<file path="config.mk">
export PLATFORM = sky130hd
export DESIGN_NAME = sep_cmd_proxy
export DESIGN_NICKNAME = d
export VERILOG_FILES = /design/src/logic/sep_pkg.sv /design/src/logic/sep_cmd_proxy.sv /design/src/logic/sep_link_sync.sv
export SDC_FILE = /design/constraint.sdc
export NUM_CORES = 1
export LEC_CHECK = 0
export BUFFER_PORTS_ARGS = -buffer_cell sky130_fd_sc_hd__buf_2
export CORE_MARGIN = 8
export CORE_UTILIZATION = 60
export DETAILED_ROUTE_END_ITERATION = 6
export HOLD_SLACK_MARGIN = 0.05
export PLACE_DENSITY = 0.82
export SYNTH_ARGS = -nofsm -noshare
export SYNTH_HDL_FRONTEND = slang
export SYNTH_HIERARCHICAL = 1
export SYNTH_SLANG_ARGS = --single-unit
</file>
<file path="constraint.sdc">
create_clock -name clk -period 4.9 [get_ports clk]
set_input_delay 0.245 -clock clk [delete_from_list [all_inputs] [get_ports clk]]
set_output_delay 0.245 -clock clk [all_outputs]
set_load 0.02 [all_outputs]
</file>
<file path="src/logic/sep_pkg.sv">
package sep_pkg;

  // command byte field positions
  localparam int CMD_OP_BIT       = 0;
  localparam int CMD_USE_ADDR_BIT = 1;
  localparam int CMD_NACK_BIT     = 3;
  localparam int CMD_ARB_BIT      = 4;
  localparam int CMD_MISPL_BIT    = 5;

  // request byte positions after the slave address
  localparam logic [2:0] POS_SLAVE_COMMAND_CODE = 3'h0;
  localparam logic [2:0] POS_COUNT = 3'h1;
  localparam logic [2:0] POS_CMD   = 3'h2;
  localparam logic [2:0] POS_BADDR = 3'h3;
  localparam logic [2:0] POS_LOW   = 3'h4;
  localparam logic [2:0] POS_HIGH  = 3'h5;
  localparam logic [2:0] POS_DATA  = 3'h6;

  // bytes needed before a stop launches a request
  localparam logic [2:0] RD_REQ_BYTES = 3'h6;
  localparam logic [2:0] WR_REQ_BYTES = 3'h7;

  // byte count returned on the read-back
  localparam logic [7:0] RD_BACK_COUNT = 8'h05;
  // filler after the last read-back byte
  localparam logic [7:0] IDLE_BYTE     = 8'hFF;

  // consecutive lost arbitrations that make an error
  localparam logic [4:0] ARB_LOSS_LIMIT = 5'h10;

  // reset values
  localparam logic [7:0] BYTE_RST = 8'h00;
  localparam logic [2:0] ERR_RST  = 3'h0;

  // slave byte engine states, one-hot
  typedef enum logic [4:0] {
    ST_IDLE  = 5'b0_0001,
    ST_RXBIT = 5'b0_0010,
    ST_ACK   = 5'b0_0100,
    ST_TXBIT = 5'b0_1000,
    ST_TXACK = 5'b1_0000
  } sep_state_t;

  // request toward the master bus engine
  typedef struct packed {
    logic        req;
    logic        opRead;
    logic [7:0]  busAddr;
    logic [15:0] byteAddr;
    logic [7:0]  wrData;
  } sep_mreq_t;

  // answer from the master bus engine
  typedef struct packed {
    logic       done;
    logic       nackErr;
    logic       arbLost;
    logic       arbWon;
    logic       misplaced;
    logic [7:0] rdData;
  } sep_mrsp_t;

  // decoded link events
  typedef struct packed {
    logic sclRise;
    logic sclFall;
    logic start;
    logic stop;
    logic sda;
  } sep_link_t;

endpackage

</file>
<file path="src/logic/sep_cmd_proxy.sv">
`timescale 1ns/1ps
// How it works
// - command bit 0: 0 write, 1 read
// - bit 1 picks host-given bus address
// - bit 3 flags unexpected master NACK
// - bit 4 flags sixteen straight arbitration losses
// - bit 5 flags misplaced START or STOP
// - error bits clear on read, mirror status
module sep_cmd_proxy
  import sep_pkg::*;
(
  // clock and reset
  input  wire logic              clk,
  input  wire logic              reset_n,
  // configuration
  input  wire logic [6:0]        ownSlaveAddr,
  input  wire logic [7:0]        defaultEepromBusAddr,
  // slave link pins
  input  wire logic              sclIn,
  input  wire logic              sdaIn,
  output logic                   sdaOut,
  output logic                   sdaOeN,
  // master bus engine
  output sep_pkg::sep_mreq_t     masterReq,
  input  wire sep_pkg::sep_mrsp_t masterRsp,
  // status mirror: misplaced, arb loss, nack
  output logic [2:0]             masterBusStatusReg,
  output logic                   busy
);
  import sep_pkg::*;

  // whole block state
  typedef struct packed {
    sep_state_t state;
    logic [2:0] bitCnt;
    logic [7:0] shReg;
    logic       anyRise;    // a rising clock seen in this byte
    logic       isAddr;     // receiving the slave address
    logic       readMode;   // host reads from us
    logic       ackIt;      // drive ack in the ack slot
    logic [2:0] rxIdx;      // next request byte position
    logic [2:0] txIdx;      // next read-back byte position
    logic [7:0] cmd;
    logic [7:0] busAddrByte;
    logic [7:0] lowByte;
    logic [7:0] highByte;
    logic [7:0] dataByte;
    logic [2:0] errFlags;   // {misplaced, arb loss, nack}
    logic [4:0] arbRun;     // consecutive lost arbitrations
    logic       sdaOeN;
    sep_mreq_t  mreq;
    logic       busy;
  } sep_proxy_t;

  sep_proxy_t st_ff;   // registered state
  sep_proxy_t nxt_st;  // next state
  sep_link_t  linkEv;  // decoded link events

  // link sampling
  sep_link_sync u_sync (
    .clk     (clk),
    .reset_n (reset_n),
    .sclIn   (sclIn),
    .sdaIn   (sdaIn),
    .linkEv  (linkEv)
  );

  // read-back byte at a position
  function automatic logic [7:0] txByte(input sep_proxy_t s,
                                        input logic [2:0] idx);
    case (idx)
      3'h0:    txByte = RD_BACK_COUNT;
      3'h1:    txByte = {s.cmd[7:6], s.errFlags, s.cmd[2:0]};
      3'h2:    txByte = s.busAddrByte;
      3'h3:    txByte = s.lowByte;
      3'h4:    txByte = s.highByte;
      3'h5:    txByte = s.dataByte;
      default: txByte = IDLE_BYTE;
    endcase
  endfunction

  // next-state logic
  always_comb
  begin
    nxt_st = st_ff;
    // master engine answer: count lost attempts, close the access, latch read data
    if (masterRsp.arbLost)
    begin
      // saturating run of lost attempts
      if (st_ff.arbRun != ARB_LOSS_LIMIT)
        nxt_st.arbRun = st_ff.arbRun + 5'h01;
    end
    else if (masterRsp.arbWon)
      nxt_st.arbRun = 5'h00;
    if (masterRsp.done && st_ff.busy)
    begin
      nxt_st.busy     = 1'b0;
      nxt_st.mreq.req = 1'b0;
      if (st_ff.mreq.opRead)
        nxt_st.dataByte = masterRsp.rdData;
    end

    case (st_ff.state)
      // wait for a start
      ST_IDLE:
      begin
        nxt_st.sdaOeN = 1'b1;
      end
      // shift in a byte on rising clock
      ST_RXBIT:
      begin
        if (linkEv.sclRise)
        begin
          nxt_st.shReg   = {st_ff.shReg[6:0], linkEv.sda};
          nxt_st.bitCnt  = st_ff.bitCnt + 3'h1;
          nxt_st.anyRise = 1'b1;
        end
        // a fall before any bit is the tail of a start, not a byte end
        else if (linkEv.sclFall && st_ff.bitCnt == 3'h0 &&
                 st_ff.anyRise)
        begin
          // eight bits in: decide the ack
          nxt_st.state   = ST_ACK;
          nxt_st.anyRise = 1'b0;
          if (st_ff.isAddr)
          begin
            nxt_st.ackIt    = (st_ff.shReg[7:1] == ownSlaveAddr);
            nxt_st.readMode = st_ff.shReg[0];
            nxt_st.txIdx    = 3'h0;
            if (!st_ff.shReg[0])
              nxt_st.rxIdx = POS_SLAVE_COMMAND_CODE;
          end
          else
          begin
            // busy with an access: refuse the code
            if (st_ff.rxIdx == POS_SLAVE_COMMAND_CODE)
              nxt_st.ackIt = !st_ff.busy;
            else
              nxt_st.ackIt = 1'b1;
            // store by position, fixed order from host
            case (st_ff.rxIdx)
              POS_CMD:   nxt_st.cmd         = st_ff.shReg;
              POS_BADDR: nxt_st.busAddrByte = st_ff.shReg;
              POS_LOW:   nxt_st.lowByte     = st_ff.shReg;
              POS_HIGH:  nxt_st.highByte    = st_ff.shReg;
              POS_DATA:  nxt_st.dataByte    = st_ff.shReg;
              default:   nxt_st.cmd         = st_ff.cmd;
            endcase
            if (st_ff.rxIdx != WR_REQ_BYTES)
              nxt_st.rxIdx = st_ff.rxIdx + 3'h1;
          end
          nxt_st.sdaOeN = !nxt_st.ackIt;
        end
      end
      // ack slot ends on the falling clock
      ST_ACK:
      begin
        if (linkEv.sclFall)
        begin
          nxt_st.isAddr = 1'b0;
          nxt_st.bitCnt = 3'h0;
          if (!st_ff.ackIt)
          begin
            // refused: ignore the rest until the next start
            nxt_st.state  = ST_IDLE;
            nxt_st.sdaOeN = 1'b1;
          end
          else if (st_ff.readMode)
          begin
            // load the next read-back byte, msb first
            nxt_st.shReg  = txByte(st_ff, st_ff.txIdx);
            nxt_st.sdaOeN = txByte(st_ff, st_ff.txIdx) >> 7 != 8'h00;
            nxt_st.state  = ST_TXBIT;
            if (st_ff.txIdx == 3'h1)
              nxt_st.errFlags = ERR_RST;
            if (st_ff.txIdx != POS_DATA)
              nxt_st.txIdx = st_ff.txIdx + 3'h1;
          end
          else
          begin
            nxt_st.state  = ST_RXBIT;
            nxt_st.sdaOeN = 1'b1;
          end
          nxt_st.ackIt = 1'b0;
        end
      end
      // drive the remaining bits on falling clock
      ST_TXBIT:
      begin
        if (linkEv.sclFall)
        begin
          if (st_ff.bitCnt == 3'h7)
          begin
            nxt_st.sdaOeN = 1'b1;
            nxt_st.state  = ST_TXACK;
          end
          else
          begin
            nxt_st.shReg  = {st_ff.shReg[6:0], 1'b0};
            nxt_st.sdaOeN = st_ff.shReg[6];
            nxt_st.bitCnt = st_ff.bitCnt + 3'h1;
          end
        end
      end
      // host acks to go on, nacks to finish
      ST_TXACK:
      begin
        if (linkEv.sclRise)
        begin
          nxt_st.state = linkEv.sda ? ST_IDLE : ST_ACK;
          // host ack keeps the read-back going in the ack slot
          nxt_st.ackIt = !linkEv.sda;
        end
      end
      default:
      begin
        nxt_st.state  = ST_IDLE;
        nxt_st.sdaOeN = 1'b1;
      end
    endcase

    // master errors set the flags; set wins over the read clear
    if (masterRsp.done && st_ff.busy && masterRsp.nackErr)
      nxt_st.errFlags[0] = 1'b1;
    if (masterRsp.arbLost && st_ff.arbRun == ARB_LOSS_LIMIT - 5'h01)
      nxt_st.errFlags[1] = 1'b1;
    if (masterRsp.misplaced)
      nxt_st.errFlags[2] = 1'b1;

    // start or repeated start restarts the byte engine
    if (linkEv.start)
    begin
      nxt_st.state  = ST_RXBIT;
      nxt_st.isAddr = 1'b1;
      nxt_st.anyRise = 1'b0;
      nxt_st.bitCnt = 3'h0;
      nxt_st.ackIt  = 1'b0;
      nxt_st.sdaOeN = 1'b1;
    end
    else if (linkEv.stop)
    begin
      nxt_st.state  = ST_IDLE;
      nxt_st.sdaOeN = 1'b1;
      // a complete request launches the master access
      if (!st_ff.busy && !st_ff.readMode &&
          (st_ff.cmd[CMD_OP_BIT] ? st_ff.rxIdx >= RD_REQ_BYTES
                                 : st_ff.rxIdx >= WR_REQ_BYTES))
      begin
        nxt_st.busy          = 1'b1;
        nxt_st.mreq.req      = 1'b1;
        nxt_st.mreq.opRead   = st_ff.cmd[CMD_OP_BIT];
        nxt_st.mreq.busAddr  = st_ff.cmd[CMD_USE_ADDR_BIT] ?
                               st_ff.busAddrByte :
                               defaultEepromBusAddr;
        nxt_st.mreq.byteAddr = {st_ff.highByte, st_ff.lowByte};
        nxt_st.mreq.wrData   = st_ff.dataByte;
        nxt_st.arbRun        = 5'h00;
      end
      nxt_st.rxIdx = POS_SLAVE_COMMAND_CODE;
    end
  end

  // state register
  always_ff @(posedge clk or negedge reset_n)
  begin
    if (!reset_n)
    begin
      st_ff        <= '0;
      st_ff.state  <= ST_IDLE;
      st_ff.sdaOeN <= 1'b1;
    end
    else
      st_ff <= nxt_st;
  end

  // outputs straight from flops; pin only ever pulls low
  assign sdaOut             = 1'b0;
  assign sdaOeN             = st_ff.sdaOeN;
  assign masterReq          = st_ff.mreq;
  assign masterBusStatusReg = st_ff.errFlags;
  assign busy               = st_ff.busy;

endmodule

</file>
<file path="src/logic/sep_link_sync.sv">
`timescale 1ns/1ps
module sep_link_sync
  import sep_pkg::*;
(
  // clock and reset
  input  wire logic          clk,
  input  wire logic          reset_n,
  // raw link pins
  input  wire logic          sclIn,
  input  wire logic          sdaIn,
  // decoded events
  output sep_pkg::sep_link_t linkEv
);

  // three-stage synchroniser plus one history stage
  typedef struct packed {
    logic [1:0] sclMeta;
    logic [1:0] sdaMeta;
    logic       sclSync;
    logic       sdaSync;
    logic       sclOld;
    logic       sdaOld;
  } sep_sync_t;

  sep_sync_t syn_ff;   // registered state
  sep_sync_t nxt_syn;  // next state

  // first stage feeds only the second stage
  always_comb
  begin
    nxt_syn         = syn_ff;
    nxt_syn.sclMeta = {syn_ff.sclMeta[0], sclIn};
    nxt_syn.sdaMeta = {syn_ff.sdaMeta[0], sdaIn};
    nxt_syn.sclSync = syn_ff.sclMeta[1];
    nxt_syn.sdaSync = syn_ff.sdaMeta[1];
    nxt_syn.sclOld  = syn_ff.sclSync;
    nxt_syn.sdaOld  = syn_ff.sdaSync;
  end

  // idle bus is high, so reset to high
  always_ff @(posedge clk or negedge reset_n)
  begin
    if (!reset_n)
      syn_ff <= '1;
    else
      syn_ff <= nxt_syn;
  end

  // edges only on synchronised stages
  assign linkEv.sclRise = syn_ff.sclSync & ~syn_ff.sclOld;
  assign linkEv.sclFall = ~syn_ff.sclSync & syn_ff.sclOld;
  assign linkEv.start   = syn_ff.sclSync & syn_ff.sclOld &
                          ~syn_ff.sdaSync & syn_ff.sdaOld;
  assign linkEv.stop    = syn_ff.sclSync & syn_ff.sclOld &
                          syn_ff.sdaSync & ~syn_ff.sdaOld;
  assign linkEv.sda     = syn_ff.sdaSync;

endmodule

</file>
==> results.json <==
{
  "drtIter0Drc": 497,
  "cts_root_buf": "clkbuf_8",
  "rr_worst_depth": 6,
  "cts_tree": "done",
  "die_h_um": 117.7,
  "syn_avg_cell_area_um2": 11.46,
  "tightestPinTransition_ns": 1.048,
  "cts.repair.resized": 0,
  "violations": "design-rule violations",
  "yosysUniqueCellTypes": 70,
  "synth-seq-cells": 115,
  "synth_area_leader_cell": "dfrtp_1",
  "reg2reg_slack_ns": 1.94,
  "crit_type": "reg -> reg",
  "core_area_um2": 10180,
  "postCtsSetupRepairBufs": 0,
  "clock-sinks": 115,
  "io_buffers": 70,
  "clockBufferDepth": 2,
  "drive_above_1_share": 0.3618,
  "dr.pass1.iters": 7,
  "routedWlPerCell_um": 20.25,
  "die_area_um2": 13860,
  "vdd_drop_max_mv": 0.2292,
  "cap_violations": 0,
  "worst_path_largest_cell_delay_ns": 0.83,
  "totalWireLength_um": 14620,
  "cp_cell_sequence": "inv_1 > ha_1 > nor4_2 > nor3_1 > o21ai_0 > mux2_2",
  "p_per_area_nw_per_um2": 379.3,
  "relSlewSlack": 0.3012,
  "post-route-period-util": 0.6049,
  "ctsHoldBuffers": 9,
  "min_period_ns": 2.964,
  "start_util": 0.6098,
  "io_pins": 72,
  "whs_path_depth": 3,
  "synthArstFlopShare": 1.000,
  "grt_util_all_layers": 0.2161,
  "rows": 37,
  "crit_required_ns": 5.36,
  "grt_pass1_vias": 4746,
  "syn_area_um2": 6211,
  "worstPathArrival_ns": 3.42,
  "synthTopCellsByArea": "dfrtp_1 (42%), mux2_2 (11%), buf_4 (4.8%), mux2_4 (4.4%), dfstp_2 (4.2%)",
  "antenna_found_initial": 0,
  "grt_setup_unrepaired": "false",
  "outcome": "finished, violations left",
  "die_x_um": 117.7,
  "cts_buffers": 17,
  "synthCells": 542,
  "seq_area_frac_synth": 0.4654,
  "cp_num_buf_inv": 1,
  "worst-path-max-fanout": 25,
  "grt_overflow": 0,
  "hold_viol": 0,
  "critical-path-top-delay-family": "simple AND/OR/NAND/NOR gates",
  "start_kind": "flip-flop",
  "setup_viol": 0,
  "cp_num_cells": 6,
  "finClkSkew_ns": 0.008155,
  "gp_congestion": 0.9645,
  "final_cell_area_um2": 6990,
  "grt_pass1_wl_um": 24270,
  "hp-class": "in -> reg",
  "end_kind": "flip-flop",
  "syn-num-nets": 589,
  "ant_nets": 0,
  "fmax_mhz": 337.4,
  "synth_edf_count": 0,
  "slowest_stage": "dfrtp_1",
  "synth_ff_type": "dfrtp_1",
  "synth_top_area_share": 0.4230,
  "power_leakage_nw": 3.382,
  "clk_latency_ns": 0.52,
  "nets": 621,
  "p_total_mw": 2.651,
  "cts.clk_slew.worst_paths_ns": 0.06,
  "yosys_warnings": 6,
  "route.vias.total": 4519,
  "placed_area_um2": 6284,
  "fillers": 706,
  "hpwl_um": 9837,
  "tns_ns": 0,
  "slew_viol_final": 0,
  "drc_errors": 2,
  "vias_per_cell": 6.259,
  "h-tree-depth": 4,
  "diodes": 0,
  "grt_max_degree": 82,
  "area_delta_synth_final_pct": 12.55
}
[synth_stat cells (all sizes together) (2+ instances only)]
| cell | count |
|---|---|
| or3b | 3 |
| nand2 | 24 |
| dfrtp | 105 |
| nand3 | 19 |
| buf | 52 |
| and2 | 2 |
| clkbuf | 17 |
| or2 | 2 |
| a31oi | 3 |
| nand3b | 2 |
| o21ai | 19 |
| a22oi | 8 |
| a311oi | 2 |
| dfstp | 10 |
| o22ai | 3 |
| a221o | 3 |
| and3 | 3 |
| a32o | 6 |
| nor2b | 8 |
| nor3 | 10 |
| mux2i | 11 |
| nor3b | 2 |
| and4b | 3 |
| nor2 | 32 |
| or3 | 2 |
| xnor2 | 8 |
| o31ai | 4 |
| ha | 15 |
| nand4 | 6 |
| inv | 13 |
| mux2 | 79 |
| nand2b | 5 |
| a211oi | 5 |
| o211ai | 2 |
| a21oi | 28 |
| a21o | 5 |
| nor4b | 4 |
[layer usage]
metal | wire length, um | vias up | global-route usage
met5 | 0 | - | 0
li1 | - | 1971 | -
met2 | 6949 | 226 | 0.3426
met4 | 520 | 0 | 0.1001
met1 | 5997 | 2277 | 0.2676
met3 | 1154 | 45 | 0.06283
[worst paths after layout]
check                                       start                 to
worst max register to register          st_ff[86]         st_ff[100]
worst min register to register  u_sync/nxt_syn[5]  u_sync/nxt_syn[2]
min in group asynchronous                 reset_n      masterReq[10]
worst max-delay path                    st_ff[86]         st_ff[100]
worst min-delay path                 masterRsp[3]          st_ff[47]
max in group asynchronous                 reset_n          st_ff[85]
[placed cells by master (no fill, tap or decap), drive strengths merged, types with 8 or more instances in the layout]
cell / count
nor2: 32
a22oi: 8
mux2i: 11
nand3: 19
buf: 73
nor2b: 8
o21ai: 19
mux2: 79
clkbuf: 17
nand2: 24
dlygate4sd3: 9
nor3: 10
a21oi: 28
dfrtp: 105
xnor2: 8
ha: 15
dfstp: 10
inv: 16
[through the flow]
step	hold WS (ns)	std cells	worst slack, ns	utilization
after CTS	0.05205	722	2.030	0.6864
after global routing	0.06941	722	1.820	0.6864
after floorplan	-0.05059	542	2.571	-
after global placement	0.3461	682	2.244	0.6170
final	0.06201	722	1.936	0.6864
after detailed placement	0.3472	682	2.153	0.6170
[kinds of logic after synthesis]
family	after synthesis	share of synthesized area
muxes	90	0.1718
other	1	0.0006038
and+or+nand+nor	132	0.1261
xor gates and xnor gates	9	0.01269
buffers and inverters	82	0.08400
DFF	115	0.4654
AOI/OAI and AO/OA	98	0.1092
adders and majority gates	15	0.03022
[layout make-up]
class / count / area, um2 / share of cell area
clock buffers: 17 / 414.1 / 0.05924
inverters: 13 / 48.80 / 0.006980
well taps: 136 / 170.2 / 0.02434
repair buffers: 82 / 465.4 / 0.06658
multi-input cells: 345 / 2799 / 0.4004
clock inverters: 14 / 202.7 / 0.02900
flip-flops and latches: 115 / 2890 / 0.4135
[sequential cells by signal (all words and copies together) (netlist names)]
register	flops
busy	1
masterBusStatusReg	3
masterReq	34
sdaOeN	1
st_ff	68
u_sync/linkEv	1
u_sync/nxt_syn	5
u_sync/syn_ff	2
[worst register-to-register path: stages (launching register included)]
cell and delay [ns]:
dfrtp_1 0.83, inv_1 0.22, ha_1 0.40, nor4_2 0.82
nor3_1 0.17, o21ai_0 0.24, mux2_2 0.22
[power by group]
part	leakage (nW)	internal, mW	switching, mW
logic	1.58	0.118	0.149
registers	1.51	1.01	0.0831
clock network	0.299	0.830	0.465
No activity file was read; power rests on OpenSTA's default activity.
